==> src/ampc_map.svh <==
// Constants for the amplifier control and protection block.
// Assumes a 250 MHz system clock; included by bare name.
`ifndef AMPC_MAP_SVH
`define AMPC_MAP_SVH

// Clock rate in MHz; counts stay inside 32-bit integer arithmetic
`define AMPC_CLK_MHZ         250
// Short-fault retry interval in microseconds
`define AMPC_RETRY_US        220000
`define AMPC_RETRY_CYC       (`AMPC_RETRY_US * `AMPC_CLK_MHZ)
// Soft ramp length in microseconds
`define AMPC_RAMP_US         10000
`define AMPC_RAMP_CYC        (`AMPC_RAMP_US * `AMPC_CLK_MHZ)
// Cycles without an external clock edge before a slave counts it as lost
`define AMPC_EXT_IDLE_MAX    12'hfff
// Ramp level width and full-scale level
`define AMPC_LVL_W           8
`define AMPC_LVL_FULL        8'hff
// Gain codes in dB, single-ended and bridged
`define AMPC_GAIN_SE_0       6'h0e
`define AMPC_GAIN_SE_1       6'h14
`define AMPC_GAIN_SE_2       6'h1a
`define AMPC_GAIN_SE_3       6'h20
`define AMPC_GAIN_BTL_OFS    6'h06
// Interrupt bit positions
`define AMPC_IRQ_SHORT       0
`define AMPC_IRQ_OTEMP       1
`define AMPC_IRQ_UVOLT       2
`define AMPC_IRQ_W           3

`endif

==> src/ampc_pkg.sv <==
// Types for the amplifier control and protection block.
// Assumes nothing beyond the constants header.
package ampc_pkg;
	typedef enum {
		ST_OFF,
		ST_RAMP_UP,
		ST_RUN,
		ST_RAMP_DOWN,
		ST_MUTED,
		ST_SHORT
	} ampc_state_t;
endpackage

==> src/ampc_ramp_if.sv <==
// Interface carrying the soft ramp request and level.
// Assumes one clock domain shared by both ends.
`timescale 1ns/1ps
`default_nettype none
interface ampc_ramp_if;
	logic       up;
	logic       down;
	logic       clear;
	logic [7:0] level;
	logic       at_top;
	logic       at_zero;
	modport ctrl (output up, output down, output clear, input level, input at_top, input at_zero);
	modport ramp (input up, input down, input clear, output level, output at_top, output at_zero);
endinterface
`default_nettype wire

==> src/ampc_sync.sv <==
// Two-flop synchroniser for a bus of asynchronous levels.
// Assumes the reset given is already synchronous to clk_i on release.
`timescale 1ns/1ps
`default_nettype none
module ampc_sync #(
	parameter int W = 1
) (
	input  wire logic         clk_i,
	input  wire logic         rst_n_i,
	input  wire logic [W-1:0] d_i,
	output logic      [W-1:0] q_o
);
	logic [W-1:0] meta_q;

	always_ff @(posedge clk_i or negedge rst_n_i) begin
		if (!rst_n_i) begin
			meta_q <= '0;
			q_o    <= '0;
		end else begin
			meta_q <= d_i;
			q_o    <= meta_q;
		end
	end
endmodule
`default_nettype wire

==> src/ampc_ramp.sv <==
// Soft-start / soft-mute ramp generator.
// Assumes the control side raises up or down as levels.
`timescale 1ns/1ps
`default_nettype none
`include "ampc_map.svh"
module ampc_ramp #(
	parameter int STEP_CYC = `AMPC_RAMP_CYC / 255
) (
	input  wire logic clk_i,
	input  wire logic rst_n_i,
	ampc_ramp_if.ramp rif
);
	localparam int SC = (STEP_CYC < 1) ? 1 : STEP_CYC;
	logic [31:0] div_q;
	logic [7:0]  lvl_q;
	logic        tick;

	assign tick        = (div_q == 32'(SC - 1));
	assign rif.level   = lvl_q;
	assign rif.at_top  = (lvl_q == `AMPC_LVL_FULL);
	assign rif.at_zero = (lvl_q == 8'h00);

	always_ff @(posedge clk_i or negedge rst_n_i) begin
		if (!rst_n_i)
			div_q <= '0;
		else if (tick || !(rif.up || rif.down))
			div_q <= '0;
		else
			div_q <= div_q + 32'h1;
	end

	always_ff @(posedge clk_i or negedge rst_n_i) begin
		if (!rst_n_i)
			lvl_q <= 8'h00;
		else if (rif.clear)
			lvl_q <= 8'h00;
		else if (tick && rif.up && lvl_q != `AMPC_LVL_FULL)
			lvl_q <= lvl_q + 8'h01;
		else if (tick && rif.down && lvl_q != 8'h00)
			lvl_q <= lvl_q - 8'h01;
	end
endmodule
`default_nettype wire

==> src/ampc_top.sv <==
// Control and protection logic of a two-channel class-D amplifier.
// Assumes static host pins and digital fault flags from analog comparators.
`timescale 1ns/1ps
`default_nettype none
`include "ampc_map.svh"
module ampc_top
	import ampc_pkg::*;
#(
	parameter int RETRY_CYC = `AMPC_RETRY_CYC,
	parameter int RAMP_CYC  = `AMPC_RAMP_CYC
) (
	// Clock and reset
	input  wire logic        sys_clk_i,
	input  wire logic        reset_n_i,
	// Host control pins
	input  wire logic        gain_sel_lo_i,
	input  wire logic        gain_sel_hi_i,
	input  wire logic        mute_n_i,
	input  wire logic        powerdown_n_i,
	input  wire logic        master_slave_sel_i,
	input  wire logic        bridged_i,
	// Sampling clock pin and external clock
	input  wire logic        ext_clk_i,
	input  wire logic        int_osc_i,
	output logic             sampling_clock_pin_o,
	output logic             sampling_clock_pin_oe_n_o,
	output logic             sampling_clock_sel_o,
	// Fault flags from comparators
	input  wire logic        short_flag_i,
	input  wire logic        otemp_flag_i,
	input  wire logic        uvolt_flag_i,
	// Output stage control
	output logic             output_off_state_o,
	output logic [7:0]       mute_level_o,
	output logic [5:0]       gain_db_o,
	output logic             powered_o,
	// AXI4-Lite slave
	input  wire logic [3:0]  s_axi_awaddr,
	input  wire logic        s_axi_awvalid,
	output logic             s_axi_awready,
	input  wire logic [31:0] s_axi_wdata,
	input  wire logic [3:0]  s_axi_wstrb,
	input  wire logic        s_axi_wvalid,
	output logic             s_axi_wready,
	output logic [1:0]       s_axi_bresp,
	output logic             s_axi_bvalid,
	input  wire logic        s_axi_bready,
	input  wire logic [3:0]  s_axi_araddr,
	input  wire logic        s_axi_arvalid,
	output logic             s_axi_arready,
	output logic [31:0]      s_axi_rdata,
	output logic [1:0]       s_axi_rresp,
	output logic             s_axi_rvalid,
	input  wire logic        s_axi_rready,
	// Interrupt
	output logic             irq_o
);
	////////////////////////////////////////////////////////////////////////////////
	// Reset and synchronisers
	logic [1:0] rst_q;
	logic       rst_n;
	always_ff @(posedge sys_clk_i or negedge reset_n_i) begin
		if (!reset_n_i)
			rst_q <= 2'b00;
		else
			rst_q <= {rst_q[0], 1'b1};
	end
	assign rst_n = rst_q[1];

	logic [8:0] pins_s;
	logic       g_lo, g_hi, mute_n, pd_n, ms_sel, btl, sh_f, ot_f, uv_f;
	ampc_sync #(.W(9)) u_sync (
		.clk_i   (sys_clk_i),
		.rst_n_i (rst_n),
		.d_i     ({gain_sel_lo_i, gain_sel_hi_i, mute_n_i, powerdown_n_i,
		           master_slave_sel_i, bridged_i, short_flag_i, otemp_flag_i,
		           uvolt_flag_i}),
		.q_o     (pins_s)
	);
	assign {g_lo, g_hi, mute_n, pd_n, ms_sel, btl, sh_f, ot_f, uv_f} = pins_s;

	////////////////////////////////////////////////////////////////////////////////
	// Gain decode and clock mode
	logic [5:0] gain_se;
	always_comb begin
		case ({g_hi, g_lo})
			2'b00:   gain_se = `AMPC_GAIN_SE_0;
			2'b01:   gain_se = `AMPC_GAIN_SE_1;
			2'b10:   gain_se = `AMPC_GAIN_SE_2;
			default: gain_se = `AMPC_GAIN_SE_3;
		endcase
	end
	always_ff @(posedge sys_clk_i or negedge rst_n) begin
		if (!rst_n)
			gain_db_o <= `AMPC_GAIN_SE_0;
		else
			gain_db_o <= btl ? gain_se + `AMPC_GAIN_BTL_OFS : gain_se;
	end

	// master drives pin, slave takes it
	assign sampling_clock_sel_o      = ms_sel;
	assign sampling_clock_pin_o      = ms_sel ? 1'b0 : int_osc_i;
	assign sampling_clock_pin_oe_n_o = ms_sel;

	////////////////////////////////////////////////////////////////////////////////
	// External clock watch
	// The external clock only feeds the modulator, so the block watches its
	// edges; otherwise a slave whose clock stops would be silent to software.
	logic        ext_s;
	logic        ext_prev_q;
	logic [11:0] ext_idle_q;
	logic        ext_edge;
	logic        ext_alive;
	ampc_sync #(.W(1)) u_sync_ext (
		.clk_i   (sys_clk_i),
		.rst_n_i (rst_n),
		.d_i     (ext_clk_i),
		.q_o     (ext_s)
	);

	always_ff @(posedge sys_clk_i or negedge rst_n) begin
		if (!rst_n)
			ext_prev_q <= 1'b0;
		else
			ext_prev_q <= ext_s;
	end
	assign ext_edge = ext_s && !ext_prev_q;

	always_ff @(posedge sys_clk_i or negedge rst_n) begin
		if (!rst_n)
			ext_idle_q <= `AMPC_EXT_IDLE_MAX;
		else if (ext_edge)
			ext_idle_q <= 12'h000;
		else if (ext_idle_q != `AMPC_EXT_IDLE_MAX)
			ext_idle_q <= ext_idle_q + 12'h001;
	end
	assign ext_alive = ms_sel && (ext_idle_q != `AMPC_EXT_IDLE_MAX);

	////////////////////////////////////////////////////////////////////////////////
	// Protection and sequencing
	ampc_ramp_if rif ();
	ampc_ramp #(.STEP_CYC(RAMP_CYC / 255)) u_ramp (
		.clk_i   (sys_clk_i),
		.rst_n_i (rst_n),
		.rif     (rif)
	);

	// power-down low acts as reset of control state
	logic ctl_rst_n;
	assign ctl_rst_n = rst_n & pd_n;

	ampc_state_t st_q, st_d;
	logic [31:0] retry_q;
	logic        retry_tick;
	assign retry_tick = (retry_q == 32'(RETRY_CYC - 1));

	always_ff @(posedge sys_clk_i or negedge ctl_rst_n) begin
		if (!ctl_rst_n)
			retry_q <= '0;
		else if (st_q != ST_SHORT || retry_tick)
			retry_q <= '0;
		else
			retry_q <= retry_q + 32'h1;
	end

	logic mute_req;
	assign mute_req = !mute_n || ot_f || uv_f;

	always_comb begin
		st_d = st_q;
		case (st_q)
			ST_OFF:       st_d = ST_MUTED;
			ST_MUTED: begin
				if (!mute_req)
					st_d = ST_RAMP_UP;
			end
			ST_RAMP_UP: begin
				if (mute_req)
					st_d = ST_RAMP_DOWN;
				else if (rif.at_top)
					st_d = ST_RUN;
			end
			ST_RUN: begin
				// soft-mute on over-temperature, under-voltage or mute pin
				if (mute_req)
					st_d = ST_RAMP_DOWN;
			end
			ST_RAMP_DOWN: begin
				if (!mute_req)
					st_d = ST_RAMP_UP;
				else if (rif.at_zero)
					st_d = ST_MUTED;
			end
			ST_SHORT: begin
				if (retry_tick && !sh_f)
					st_d = ST_MUTED;
			end
			default:      st_d = ST_OFF;
		endcase
		if (sh_f && st_q != ST_OFF)
			st_d = ST_SHORT;
	end

	// pd low resets directly, no ramp
	always_ff @(posedge sys_clk_i or negedge ctl_rst_n) begin
		if (!ctl_rst_n)
			st_q <= ST_OFF;
		else
			st_q <= st_d;
	end

	assign rif.up    = (st_q == ST_RAMP_UP);
	assign rif.down  = (st_q == ST_RAMP_DOWN);
	assign rif.clear = !pd_n || st_q == ST_SHORT || st_q == ST_OFF;

	// level drops in the cycle the outputs go off
	logic out_off_d;
	assign out_off_d = !pd_n || st_d == ST_SHORT || st_q == ST_OFF;

	always_ff @(posedge sys_clk_i or negedge rst_n) begin
		if (!rst_n) begin
			output_off_state_o <= 1'b1;
			mute_level_o       <= 8'h00;
			powered_o          <= 1'b0;
		end else begin
			output_off_state_o <= out_off_d;
			mute_level_o       <= out_off_d ? 8'h00 : rif.level;
			powered_o          <= pd_n;
		end
	end

	////////////////////////////////////////////////////////////////////////////////
	// Registers: 0x0 status, 0x4 irq status (w1c), 0x8 irq mask, 0xc spare bit
	logic [`AMPC_IRQ_W-1:0] ists_q, imask_q, ev, f_q;
	logic                   fmute_q;
	always_ff @(posedge sys_clk_i or negedge rst_n) begin
		if (!rst_n)
			f_q <= '0;
		else
			f_q <= {uv_f, ot_f, sh_f};
	end
	assign ev = {uv_f, ot_f, sh_f} & ~f_q;

	logic aw_q, w_q;
	logic [3:0]  awa_q;
	logic [31:0] wd_q;
	logic        wr_go;
	assign s_axi_awready = !aw_q && !s_axi_bvalid;
	assign s_axi_wready  = !w_q && !s_axi_bvalid;
	assign wr_go         = aw_q && w_q;
	always_ff @(posedge sys_clk_i or negedge rst_n) begin
		if (!rst_n) begin
			aw_q <= 1'b0;
			w_q <= 1'b0;
			awa_q <= 4'h0;
			wd_q <= 32'h0;
			s_axi_bvalid <= 1'b0;
		end else begin
			if (s_axi_awvalid && s_axi_awready) begin
				aw_q  <= 1'b1;
				awa_q <= s_axi_awaddr;
			end
			if (s_axi_wvalid && s_axi_wready) begin
				w_q  <= 1'b1;
				wd_q <= s_axi_wdata;
			end
			if (wr_go) begin
				aw_q <= 1'b0;
				w_q <= 1'b0;
				s_axi_bvalid <= 1'b1;
			end else if (s_axi_bready) begin
				s_axi_bvalid <= 1'b0;
			end
		end
	end
	assign s_axi_bresp = 2'b00;

	logic w1c;
	assign w1c = wr_go && awa_q == 4'h4;
	always_ff @(posedge sys_clk_i or negedge rst_n) begin
		if (!rst_n) begin
			ists_q  <= '0;
			imask_q <= '0;
			fmute_q <= 1'b0;
		end else begin
			// Set wins over a simultaneous clear
			ists_q <= (ists_q & ~(w1c ? wd_q[`AMPC_IRQ_W-1:0] : '0)) | ev;
			if (wr_go && awa_q == 4'h8)
				imask_q <= wd_q[`AMPC_IRQ_W-1:0];
			if (wr_go && awa_q == 4'hc)
				fmute_q <= wd_q[0];
		end
	end
	assign irq_o = |(ists_q & imask_q);

	assign s_axi_arready = !s_axi_rvalid;
	assign s_axi_rresp   = 2'b00;
	// Status: external clock seen, power, select, short latch, level
	logic [31:0] status_word;
	assign status_word = {20'h0, ext_alive, pd_n, ms_sel, st_q == ST_SHORT, rif.level};
	always_ff @(posedge sys_clk_i or negedge rst_n) begin
		if (!rst_n) begin
			s_axi_rvalid <= 1'b0;
			s_axi_rdata  <= 32'h0;
		end else if (s_axi_arvalid && s_axi_arready) begin
			s_axi_rvalid <= 1'b1;
			case (s_axi_araddr)
				4'h0:    s_axi_rdata <= status_word;
				4'h4:    s_axi_rdata <= {29'h0, ists_q};
				4'h8:    s_axi_rdata <= {29'h0, imask_q};
				4'hc:    s_axi_rdata <= {31'h0, fmute_q};
				default: s_axi_rdata <= 32'h0;
			endcase
		end else if (s_axi_rready) begin
			s_axi_rvalid <= 1'b0;
		end
	end
	logic unused_ok;
	assign unused_ok = ^{s_axi_wstrb, fmute_q};
endmodule
`default_nettype wire

==> config.mk <==
export PLATFORM = sky130hd
export DESIGN_NAME = ampc_top
export DESIGN_NICKNAME = d
export VERILOG_FILES = /design/src/ampc_pkg.sv /design/src/ampc_ramp_if.sv /design/src/ampc_sync.sv /design/src/ampc_ramp.sv /design/src/ampc_top.sv
export VERILOG_INCLUDE_DIRS = /design/src
export SDC_FILE = /design/constraint.sdc
export NUM_CORES = 1
export LEC_CHECK = 0
export BUFFER_PORTS_ARGS = -buffer_cell sky130_fd_sc_hd__clkbuf_2
export CELL_PAD_IN_SITES_DETAIL_PLACEMENT = 1
export CELL_PAD_IN_SITES_GLOBAL_PLACEMENT = 2
export CORE_MARGIN = 1
export CORE_UTILIZATION = 40
export DETAILED_ROUTE_END_ITERATION = 7
export GPL_TIMING_DRIVEN = 1
export PLACE_DENSITY = 0.89
export SETUP_SLACK_MARGIN = 0.02
export SYNTH_ARGS = -nofsm -noshare
export SYNTH_HDL_FRONTEND = slang
export SYNTH_SLANG_ARGS = --single-unit
==> constraint.sdc <==
create_clock -name sys_clk_i -period 13.8 [get_ports sys_clk_i]
set_input_delay 2.76 -clock sys_clk_i [delete_from_list [all_inputs] [get_ports sys_clk_i]]
set_output_delay 2.76 -clock sys_clk_i [all_outputs]
set_load 0.03 [all_outputs]
**After elaboration in Yosys (flattened, before gate mapping)**

Index checks and enable logic that the tools add are counted.

- Flip-flop bits (word level): 208
- Input port bits: 62
- Logic and storage cells: 141

- Add/sub/neg operators: 6
- Equality and inequality tests: 23
- Multiplexer cells: 30
- Bitwise logic cells: 7
- Reductions and logical operators: 49

Operators by type and width:

| kind | number |
|---|---|
| 32-bit 2-to-1 mux | 10 |
| 32-bit one-hot mux with 6 select lines | 1 |
| 32-bit by 2-bit == test with 1-bit output, second input constant | 3 |
| 32-bit by 3-bit == test with 1-bit output, second input constant | 3 |
| 32-bit by 1-bit adder with 32-bit output, second input constant | 2 |
| 32-bit by 4-bit == test with 1-bit output, second input constant | 2 |
| 32-bit zero test | 2 |
| 12-bit one-hot mux with 4 select lines | 1 |
| 32-bit by 1-bit == test with 1-bit output, second input constant | 1 |
| 32-bit by 14-bit == test with 1-bit output, second input constant | 1 |
| 32-bit by 26-bit == test with 1-bit output, second input constant | 1 |
| 8-bit 2-to-1 mux | 4 |
| 32-bit by 4-bit != test with 1-bit output, second input constant | 1 |
| 32-bit nonzero test | 1 |
| 12-bit 2-to-1 mux | 2 |
| 6-bit one-hot mux with 3 select lines | 1 |
| 1-bit logical AND | 17 |
| 4-bit == test, second input constant | 4 |
| 12-bit by 1-bit adder with 12-bit output, second input constant | 1 |
| 12-bit != test, second input constant | 1 |
| 2-bit nonzero test | 5 |
| 3-bit AND | 3 |
| 1-bit zero test | 9 |
| 1-bit logical OR | 9 |
| 20 further kinds | 30 |

**Longest topological paths before layout**

Gate-level depths: netlist of run 1.

- Word-level depth: 10
- Mapped depth: 15
- Gate-level depth less buffers: 15

**Cells and area by module**

From an unflattened synthesis of run 1, not the netlist that was laid out.

- Cell total of the unflattened synthesis: 785
- Area total of the unflattened synthesis: 8520.7 um^2

By module, submodules not included:

| module | times used | cells an instance | area an instance (um^2) |
|---|---|---|---|
| ampc_top | 1 | 512 | 5652.9 |
| ampc_ramp | 1 | 253 | 2367.3 |
| ampc_sync at u_sync | 1 | 18 | 450.4 |
| ampc_sync at u_sync_ext | 1 | 2 | 50.0 |

**Least setup slack after synthesis of run 1**

No wires, ideal clock.

- Kind: in2out
- Start point: input int_osc_i
- End point: output sampling_clock_pin_o
- Arrival time: 3215 ps
- Setup slack: 7825 ps
- Stages on the path: 1
- Path buffers: 0
- Cell sequence: nor2b_1

- Cells in the longest elaborated chain, start to end: 1

RTL lines:

| item | line | source |
|---|---|---|
| start, declared | ampc_top.sv:24 | `input wire logic int_osc_i,` |
| 1-bit 2-to-1 mux | ampc_top.sv:102 | `assign sampling_clock_pin_o = ms_sel ? 1'b0 : int_osc_i;` |
| end, declared | ampc_top.sv:25 | `output logic sampling_clock_pin_o,` |

Every way passes these cells.

**Final worst setup path of run 1**

Same ends and word-level chain as after synthesis.

==> results of run 1 <==
[worst max-delay path: cells and delay by family]
family	cells	cell delay, ns
AND/OR/NAND/NOR	1	0.12
buffers and inverters	2	0.28
[Yosys cell counts, types with 2 or more instances]
cell / count
nor2b_1: 8
nand3_1: 29
a21oi_1: 7
clkbuf_1: 15
and4_1: 12
ha_1: 16
xnor2_1: 23
nor4b_1: 6
a211oi_1: 2
or4_4: 2
nor2_1: 104
a221oi_1: 2
mux2_2: 12
mux2i_1: 8
and2_1: 14
nand4_1: 30
o211ai_1: 2
a22o_1: 10
dfstp_2: 16
dfrtp_1: 171
nor3_1: 13
a21o_1: 3
nor4_1: 18
conb_1: 2
or2_2: 2
o21a_1: 2
o21bai_1: 2
or4_1: 2
nand2_1: 49
inv_1: 20
and3_1: 12
nor3b_1: 3
nand3b_1: 2
or3_1: 3
o21ai_0: 16
and3b_1: 2
buf_4: 26
xor2_1: 54
[worst max-delay path by stage]
| stage | end | slack [ns] | depth (start not counted) |
|---|---|---|---|
| 2_1_floorplan | sampling_clock_pin_o | 7.82 | 1 |
| 5_1_grt | sampling_clock_pin_o | 7.84 | 3 |
| 4_1_cts | sampling_clock_pin_o | 7.87 | 3 |
| 3_5_place_dp | sampling_clock_pin_o | 7.87 | 3 |
| 6_report | sampling_clock_pin_o | 7.88 | 3 |
| 3_3_place_gp | sampling_clock_pin_o | 7.88 | 3 |
[power by group through the flow]
stage                     combinational [mW]  sequential (mW)  clock (mW)
final                                  0.124            0.622       0.505
after global routing                   0.137            0.629       0.541
after floorplan                       0.0893            0.635           0
after detailed placement               0.125            0.633           0
after global placement                 0.121            0.631           0
after CTS                              0.126            0.623       0.523
[routing by layer]
layer | share of wire [%] | wire length, um | global-route usage, % | vias to the layer above
li1 | - | - | - | 2713
met1 | 46 | 7860 | 22.4 | 2848
met2 | 50 | 8480 | 28.6 | 55
met3 | 2.8 | 482 | 3.53 | 18
met4 | 1.3 | 214 | 5.52 | 0
met5 | 0 | 0 | 0 | -
[registers in the layout, indices dropped and copies added, names as in the netlist, 2 cells and up]
signal,count
awa_q,4
ext_idle_q,12
f_q,3
gain_db_o,5
imask_q,3
ists_q,3
mute_level_o,8
retry_q,32
rst_q,2
s_axi_rdata,12
st_q,32
u_ramp.div_q,32
u_ramp.rif.level,8
u_sync.meta_q,9
u_sync.q_o,9
wd_q,3
[layout make-up]
cell class	count	area, um2
Timing Repair Buffer	69	358
Multi-Input combinational cell	552	3490
Clock inverter	14	175
Tap cell	270	338
Clock buffer	18	439
Sequential cell	187	4700
Inverter	21	78.8
Fill cell	2225	10700
[metrics by stage]
stage / util [%] / worst slack, ns / hold slack, ns
CTS: 47.2 / 7.87 / 0.354
detailed placement: 44.2 / 7.87 / 0.337
finish: 47.2 / 7.88 / 0.349
global placement: 44.2 / 7.88 / 0.331
floorplan: - / 7.82 / 0.331
global route: 47.2 / 7.84 / 0.364
[logic make-up after synthesis]
kind of cell	Yosys count
flip-flops	187
buffers and inverters	63
AND/OR/NAND/NOR	323
XOR/XNOR	77
other	2
AO/OA/AOI/OAI	58
adder cells (fa/ha/maj)	17
multiplexers	22
==> metrics.yaml, run 1 <==
run_status: "finished clean"
layout_common_cells: "170 x dfrtp_1, 104 x nor2_1, 64 x clkbuf_2"
cts_root_buffer: "clkbuf_16"
floorplan.die_area_um2: 21400
final_worst_path_cycle_share_pct: 42.9
cp.arrival_ns: 3.16
cts.hold.buffers_added: 0
hold-path-cell-count: 0
gpl.final_weighted_congestion: 0.776
layout-drive-gt1-share_pct: 17.2
grt_first_pass_wirelength_um: 29100
worst_path_largest_cell_delay_ns: 0.21
fp-row-count: 52
timing.setup.critical_path_class: "input pin to output pin"
synth.cell_area_um2: 8320
crit_path_max_fanout: 1
gr-total-overflow: 0
flow.area_growth_from_synthesis_pct: 15.1
vias: 5634
netlist.top_cell.by_area: "dfrtp_1"
drt-vias-per-instance: 4.98
synth_seq_area_share_pct: 56.5
r2r_cell_count: 14
timing.max_cap.violations: 0
intPower_mw: 0.916
fp.dieH_um: 146
core_area_um2: 20300
setup_violations: 0
grt_start_max_net_pins: 65
timing.critical_path.to_type: "output pin"
critical_path.most_common_cell: "clkbuf_2"
stdcell_count: 1131
finalCriticalPeriod_ns: 5.92
worstSkewPairLatency_ns: 0.44
synth-main-ff-cell: "dfrtp_1"
cp-startpoint: "int_osc_i"
power_mw: 1.25
synth_simple_gate_area_share_pct: 20.6
critical_path.startpoint_type: "input pin"
clk_pin_slew_worst_paths_ns: 0.07
flop_pwr_share_pct: 49.7
synth.top_cells.by_area: "dfrtp_1 51%, xor2_1 5.7%, dfstp_2 5.1%, nor2_1 4.7%, xnor2_1 2.4%"
layout.cells.most_common: "dfrtp_1"
drt.antenna.violating_nets: 0
count_of_buffers_from_port_buffering: 64
cts-root-to-sink-buffers: 2
slowest_stage: "clkbuf_2"
synth.area.mux_share_pct: 3.04
synth_area_in_compound_gates_pct: 5.01
netSwitchingFraction_pct: 26.8
synthArstFlopShare_pct: 100
antenna-diode-count: 0
finalHoldViolations: 0
synth_top_family_by_area: "simple AND/OR/NAND/NOR gates"
postPlaceCellArea_um2: 8970
grt_antenna_before_repair: 0
total_global_routing_track_utilization_pct: 17.2
die_width_um: 146
worst_slew_pin_slew_ns: 0.843
cp_cell_sequence: "clkbuf_2 > nor2b_1 > clkbuf_2"
first_global_vias: 5767
drt-total-wl_um: 17000
final.setup.tns_ns: 0
share_comb_of_total_power_pct: 9.9
holdCritPathClass: "flip-flop to flip-flop"
timing.hold.worst_endpoint: "u_sync.q_o[7]"
max-slew-margin-rel_pct: 43.7
post-cts-setup-buffer-count: 0
synth-adder-area-share_pct: 2.65
timing.rr.start: "u_ramp.div_q[0]"
reg2reg_slack_ns: 9.95
design.final.nets: 927
htreeDepth: 4
grt_setup_unrepaired: "no"
drv_slew: 0
timing.clock.skew_ns: 0.0147
post-route-drc-count: 0
vdd.ir_drop.worst_v: 0.0000758
worstReg2RegEnd: "u_ramp.rif.level[7]"
fin_area_um2: 9580
syn_inst: 749
initial_core_utilization_pct: 41.0
cts.sink_count: 187
max_clock_freq_mhz: 169
p_switching_mw: 0.335
hold_path_startpoint: "u_sync.meta_q[7]"
postSynthAreaPerCell_um2: 11.1
cts_resized: 0
ioPinCount: 123
synth.lib_cells_used.distinct: 67
hpwlAfterDp_um: 11700
placed_cells: 1099
yosys.area_share.xor_xnor_pct: 8.10
tritoncts: "done"
required_time_at_the_endpoint_of_the_critical_path_ns: 11.04
detailedRoute.firstIterationViolations: 233
synthesis.yosys.warnings: 0
clock_power_share_pct: 40.4
yosys.area.top_type_share_pct: 51.4
wl_per_cell_um: 15.1
drt_pass1_iterations: 4
post_synth_edffs: 0
cts_buffer_count: 17
leak_nw: 4.28
power_density_nw_per_um2: 131
synth_seq_cells: 187
(Power assumes the default switching activity.)
==> run 2: changes to the inputs <==
--- a/config.mk
+++ b/config.mk
@@ -6,14 +6,15 @@
 export SDC_FILE = /design/constraint.sdc
 export NUM_CORES = 1
 export LEC_CHECK = 0
+export ABC_AREA = 1
 export BUFFER_PORTS_ARGS = -buffer_cell sky130_fd_sc_hd__clkbuf_2
 export CELL_PAD_IN_SITES_DETAIL_PLACEMENT = 1
 export CELL_PAD_IN_SITES_GLOBAL_PLACEMENT = 2
 export CORE_MARGIN = 1
-export CORE_UTILIZATION = 40
+export CORE_UTILIZATION = 35
 export DETAILED_ROUTE_END_ITERATION = 7
 export GPL_TIMING_DRIVEN = 1
-export PLACE_DENSITY = 0.89
+export PLACE_DENSITY = 0.85
 export SETUP_SLACK_MARGIN = 0.02
 export SYNTH_ARGS = -nofsm -noshare
 export SYNTH_HDL_FRONTEND = slang
==> constraint.sdc (replaced) <==
create_clock -name sys_clk_i -period 6.1 [get_ports sys_clk_i]
set_input_delay 1.22 -clock sys_clk_i [delete_from_list [all_inputs] [get_ports sys_clk_i]]
set_output_delay 1.22 -clock sys_clk_i [all_outputs]
set_load 0.03 [all_outputs]
==> run 2 against run 1 <==
Against the previous run:
- first-iteration DRC count up 38%
- core utilization fell by 6.0 points
- combinational power grew 130%
- largest cell class unchanged
- power grew 120%
==> metrics.yaml, run 2 <==
grt_first_pass_wirelength_um: 37400
layout-drive-gt1-share_pct: 15.6
crit_path_max_fanout: 10
drt-total-wl_um: 21700
crit_path_end: "u_ramp.rif.level[5]"
run_status: "finished clean"
first_global_vias: 7493
max-slew-margin-rel_pct: 31.1
vdd.ir_drop.worst_v: 0.000186
synthesis.yosys.warnings: 0
wl_per_cell_um: 14.4
cts.hold.buffers_added: 0
cts_root_buffer: "clkbuf_16"
drt_pass1_iterations: 4
grt_antenna_before_repair: 0
cts_buffer_count: 17
timing.setup.critical_path_class: "flip-flop to flip-flop"
finalCriticalPeriod_ns: 2.97
layout_common_cells: "196 x nand2_1, 170 x dfrtp_1, 158 x nor2_1"
floorplan.die_area_um2: 26800
cp.arrival_ns: 3.29
post-route-drc-count: 0
hpwlAfterDp_um: 16100
synthArstFlopShare_pct: 100
cts-root-to-sink-buffers: 2
initial_core_utilization_pct: 36.0
worstSkewPairLatency_ns: 0.44
cts_resized: 0
drv_slew: 0
required_time_at_the_endpoint_of_the_critical_path_ns: 6.42
finalHoldViolations: 0
max_clock_freq_mhz: 337
final_worst_path_cycle_share_pct: 48.6
synth.top_cells.by_area: "dfrtp_1 47%, nand2_1 8.0%, nor2_1 6.5%, inv_1 5.5%, dfstp_2 4.6%"
timing.rr.start: "u_ramp.div_q[0]"
synth_common_cells: "196 x nand2_1, 171 x dfrtp_1, 158 x nor2_1"
cts.sink_count: 187
count_of_buffers_from_port_buffering: 64
worstReg2RegEnd: "u_ramp.rif.level[5]"
timing.max_cap.violations: 0
worst_slew_pin_slew_ns: 1.03
detailedRoute.firstIterationViolations: 322
core_area_um2: 25400
holdCritPathClass: "flip-flop to asynchronous set/reset pin"
fin_util_pct: 41.2
design.final.nets: 1249
post-synth-top-count-cell: "nand2_1"
cp-startpoint: "u_ramp.div_q[0]"
ioPinCount: 123
leak_nw: 4.61
synth_seq_area_share_pct: 51.4
layout.cells.most_common: "nand2_1"
die_width_um: 164
flow.area_growth_from_synthesis_pct: 14.3
final.setup.tns_ns: 0
synth-main-ff-cell: "dfrtp_1"
drt.antenna.violating_nets: 0
netlist.top_cell.by_area: "dfrtp_1"
clk_pin_slew_worst_paths_ns: 0.08
htreeDepth: 4
timing.critical_path.to_type: "flip-flop"
tritoncts: "done"
post-cts-setup-buffer-count: 0
r2r_cell_count: 15
gpl.final_weighted_congestion: 0.795
regs_by_ff_count: "retry_q: 32 flops, st_q: 32 flops, u_ramp.div_q: 32 flops"
postSynthAreaPerCell_um2: 8.59
syn_inst: 1065
gr-total-overflow: 0
synth.cell_area_um2: 9150
reg2reg_slack_ns: 3.13
total_global_routing_track_utilization_pct: 17.6
fp.dieH_um: 164
setup_violations: 0
grt_setup_unrepaired: "no"
power_mw: 2.80
vias: 7138
yosys.area.top_type_share_pct: 46.8
power_density_nw_per_um2: 268
post_synth_edffs: 0
critical_path.startpoint_type: "flip-flop"
drt-vias-per-instance: 4.71
synth_seq_cells: 187
fp-row-count: 58
grt_start_max_net_pins: 82
synth.lib_cells_used.distinct: 48
timing.clock.skew_ns: 0.0178
-- run 2: cell families after synthesis --
kind of cell | Yosys count | share of synthesized area [%]
multiplexers | 3 | 0.369
adder cells (fa/ha/maj) | 17 | 2.41
XOR/XNOR | 22 | 2.11
flip-flops | 187 | 51.4
AND/OR/NAND/NOR | 534 | 27.8
buffers and inverters | 177 | 8.56
AO/OA/AOI/OAI | 123 | 7.37
other | 2 | 0.0821
-- run 2: power breakdown --
| part | internal, mW | total, mW | switching, mW |
|---|---|---|---|
| Combinational | 0.0809 | 0.290 | 0.209 |
| Sequential | 1.33 | 1.39 | 0.0549 |
| Clock | 0.558 | 1.12 | 0.563 |
| Total | 1.97 | 2.80 | 0.827 |
-- run 2: area by class of cell --
type	instances	area, um2
clock inverter	14	165
clock buffer	18	429
fill	3049	14900
tap	330	413
antenna	1	2.50
multi-input combinational	754	3870
timing repair buffer	66	335
inverter	144	542
sequential	187	4700
-- run 2: worst min-delay path by stage --
stage	from	end	slack, ns	cells after the start
CTS	rst_q[1]	u_sync_ext.meta_q	0.35	0
finish	rst_q[1]	u_sync_ext.meta_q	0.33	0
floorplan	rst_q[0]	rst_q[1]	0.33	0
global placement	u_sync.meta_q[2]	u_sync.q_o[2]	0.33	0
global route	u_sync.meta_q[0]	u_sync.q_o[0]	0.36	0
detailed placement	u_sync.meta_q[2]	u_sync.q_o[2]	0.34	0
-- run 2: metal layers --
layer  GRT usage (%)  share of wire, %  routed length (um)  vias to the layer above
li1                -                 -                   -                     3568
met4            4.12              0.66                 143                        0
met5               0                 0                   0                        -
met1            23.5                49               10700                     3470
met3            3.11               2.7                 578                       10
met2            29.5                47               10300                       90
-- run 2: worst max-delay path, cell delays in order, from the launching register on --
cell     delay (ns)
dfrtp_1        0.42
inv_1          0.07
ha_1           0.17
nand4_1        0.10
nor2_1         0.14
nand3_1        0.09
nor2_1         0.26
nand2_2        0.24
ha_1           0.41
a21oi_1        0.14
nand2_1        0.13
a21oi_1        0.15
o21ai_0        0.12
or2_2          0.29
nand3_1        0.08
o21ai_1        0.06
-- run 2: through the flow --
step	cells	cell area (um2)	hold WS [ns]	setup WS [ns]
CTS	1513	10500	0.346	3.07
floorplan	1118	9350	0.331	1.34
global placement	1481	9860	0.332	3.18
detailed placement	1481	9860	0.336	3.10
global route	1513	10500	0.361	2.87
finish	1514	10500	0.328	3.13
==> run 3: changes to the inputs <==
--- a/config.mk
+++ b/config.mk
@@ -6,15 +6,15 @@
 export SDC_FILE = /design/constraint.sdc
 export NUM_CORES = 1
 export LEC_CHECK = 0
-export ABC_AREA = 1
+export ABC_AREA = 0
 export BUFFER_PORTS_ARGS = -buffer_cell sky130_fd_sc_hd__clkbuf_2
 export CELL_PAD_IN_SITES_DETAIL_PLACEMENT = 1
 export CELL_PAD_IN_SITES_GLOBAL_PLACEMENT = 2
 export CORE_MARGIN = 1
-export CORE_UTILIZATION = 35
+export CORE_UTILIZATION = 37
 export DETAILED_ROUTE_END_ITERATION = 7
 export GPL_TIMING_DRIVEN = 1
-export PLACE_DENSITY = 0.85
+export PLACE_DENSITY = 0.84
 export SETUP_SLACK_MARGIN = 0.02
 export SYNTH_ARGS = -nofsm -noshare
 export SYNTH_HDL_FRONTEND = slang
==> constraint.sdc (replaced) <==
create_clock -name sys_clk_i -period 3.07 [get_ports sys_clk_i]
set_input_delay 0.614 -clock sys_clk_i [delete_from_list [all_inputs] [get_ports sys_clk_i]]
set_output_delay 0.614 -clock sys_clk_i [all_outputs]
set_load 0.03 [all_outputs]
==> run 3 against run 2 <==
Against the previous run:
- the run now ends with design-rule violations, negative setup slack left
- clock power rose by 100%
- first-iteration DRC count fell by 32%
- power rose by 100%
- cell count fell by 20%
- sequential share of layout area rose by 0.78 points
- global-route usage fell by 0.48 points
- fmax fell by 17%
- cell area fell by 1.7%
- via count fell by 16%
- hold slack got worse by 0.046 ns
- sequential cell count did not move
- critical path type unchanged
- largest cell class unchanged
- highest routed layer unchanged
==> metrics.yaml, run 3 (synthesized netlist as in run 1, its figures left out) <==
run_status: "finished with violations"
violations: "design-rule violations, negative setup slack"
finalCriticalPeriod_ns: 3.56
crit_path_max_fanout: 6
tritoncts: "done"
cts_buffer_count: 17
timing.setup.critical_path_class: "flip-flop to flip-flop"
timing.clock.skew_ns: 0.0138
fp-row-count: 54
fin_area_um2: 10300
reg2reg_slack_ns: -0.49
fin_util_pct: 46.8
max_clock_freq_mhz: 281
die_width_um: 152
gr-total-overflow: 0
slowest_stage: "or4_4"
wl_per_cell_um: 15.5
vdd.ir_drop.worst_v: 0.000393
hold-path-cell-count: 1
leak_nw: 4.68
drt-vias-per-instance: 4.93
setup_violations: 1
drt-total-wl_um: 18800
worstReg2RegEnd: "u_ramp.rif.level[7]"
critical_path.most_common_cell: "or2_4"
worst_path_largest_cell_delay_ns: 0.53
flow.area_growth_from_synthesis_pct: 23.5
layout.cells.most_common: "dfrtp_1"
clk_pin_slew_worst_paths_ns: 0.08
timing.rr.start: "st_q[5]"
cts.sink_count: 187
grt_first_pass_wirelength_um: 31900
cts_root_buffer: "clkbuf_16"
postPlaceCellArea_um2: 9560
timing.max_cap.violations: 0
floorplan.die_area_um2: 23100
cp.arrival_ns: 3.92
finalHoldViolations: 0
power_density_nw_per_um2: 545
antenna-diode-count: 0
max-slew-margin-rel_pct: 44.1
post-route-drc-count: 10
ioPinCount: 123
cp_cell_sequence: "or4_4 > or2_4 > nor2_4 > nand3_2 > or2_4 > ha_4 > a21oi_4 > o211ai_1 > o41ai_2 > mux2_2 > or3_1 > a21oi_1"
gpl.final_weighted_congestion: 0.763
crit_path_end: "u_ramp.rif.level[7]"
regs_by_ff_count: "retry_q: 32 flops, st_q: 32 flops, u_ramp.div_q: 32 flops"
wl_met3_um: 509
design.final.nets: 999
r2r_cell_count: 12
timing.critical_path.to_type: "flip-flop"
drt.antenna.violating_nets: 0
holdCritPathClass: "input pin to flip-flop"
layout_common_cells: "170 x dfrtp_1, 102 x nor2_1, 74 x buf_4"
met2_wirelength_um: 9750
worst_slew_pin_slew_ns: 0.839
layout-drive-gt1-share_pct: 25.0
final.setup.tns_ns: -0.494
drv_slew: 0
final.setup.worst_slack_ns: -0.494
total_global_routing_track_utilization_pct: 17.1
worstSkewPairLatency_ns: 0.44
hpwlAfterDp_um: 12700
grt_antenna_before_repair: 0
grt_start_max_net_pins: 122
htreeDepth: 4
cp-startpoint: "st_q[5]"
finalHoldWorstSlack_ns: 0.282
route.top_layer_used: "met4"
required_time_at_the_endpoint_of_the_critical_path_ns: 3.43
detailedRoute.firstIterationViolations: 219
first_global_vias: 6406
core_area_um2: 22000
critical_path.startpoint_type: "flip-flop"
grt_setup_unrepaired: "yes"
wirelength_met1_um: 8350
final_worst_path_cycle_share_pct: 116
count_of_buffers_from_port_buffering: 64
vias: 5976
initial_core_utilization_pct: 37.9
fp.dieH_um: 152
drt_pass1_iterations: 6
cts-root-to-sink-buffers: 2
==> run 3: layer usage <==
layer / vias to the layer above / global-route usage, %
met5: - / 0
met4: 0 / 4.32
met3: 12 / 3.59
met2: 75 / 29.6
met1: 3028 / 21.7
li1: 2861 / -
==> run 3: cell type report <==
cell class / instances / area, um2
clock inverter: 15 / 180
fill: 2418 / 11700
clock buffer: 17 / 425
inverter: 21 / 78.8
tap: 280 / 350
timing repair buffer: 141 / 917
multi-input combinational: 552 / 3620
sequential: 187 / 4700
==> run 3: worst min-delay path by stage <==
stage | start | end | slack (ns)
3_3_place_gp | u_sync.meta_q[3] | u_sync.q_o[3] | 0.33
5_1_grt | bridged_i | u_sync.meta_q[3] | 0.27
6_report | otemp_flag_i | u_sync.meta_q[1] | 0.28
4_1_cts | otemp_flag_i | u_sync.meta_q[1] | 0.26
3_5_place_dp | u_sync.meta_q[5] | u_sync.q_o[5] | 0.34
2_1_floorplan | reset_n_i | rst_q[0] | 0.32
==> run 3: stage by stage <==
| step | setup WS [ns] | std cells | total power [mW] |
|---|---|---|---|
| 3_3_place_gp | -0.367 | 1177 | 3.40 |
| 6_report | -0.494 | 1213 | 5.61 |
| 3_5_place_dp | -0.464 | 1177 | 3.42 |
| 4_1_cts | -0.436 | 1212 | 5.69 |
| 5_1_grt | -0.610 | 1213 | 5.84 |
| 2_1_floorplan | -0.232 | 802 | 3.26 |
==> run 3: timing repair <==
action / in CTS / in global routing
endpoints found under the hold margin: 2 / 0
pin swaps: 6 / 6
hold buffers: 1 / 0
buffers inserted: 2 / 1
endpoints found under the setup margin: 2 / 3
resized for setup: 8 / 6
==> run 3: critical path, delay by kind of cell, from the launching register on <==
kind | cells | cell delay, ns
compound gates | 4 | 0.87
fa+ha+maj | 1 | 0.24
flops | 1 | 0.37
mux | 1 | 0.40
simple gates | 6 | 1.61
==> run 3: report_power, final <==
group	leakage [nW]	total [mW]	switching (mW)	internal, mW
logic	2.00	0.586	0.365	0.220
registers	2.39	2.78	0.129	2.65
clock network	0.293	2.24	1.12	1.12
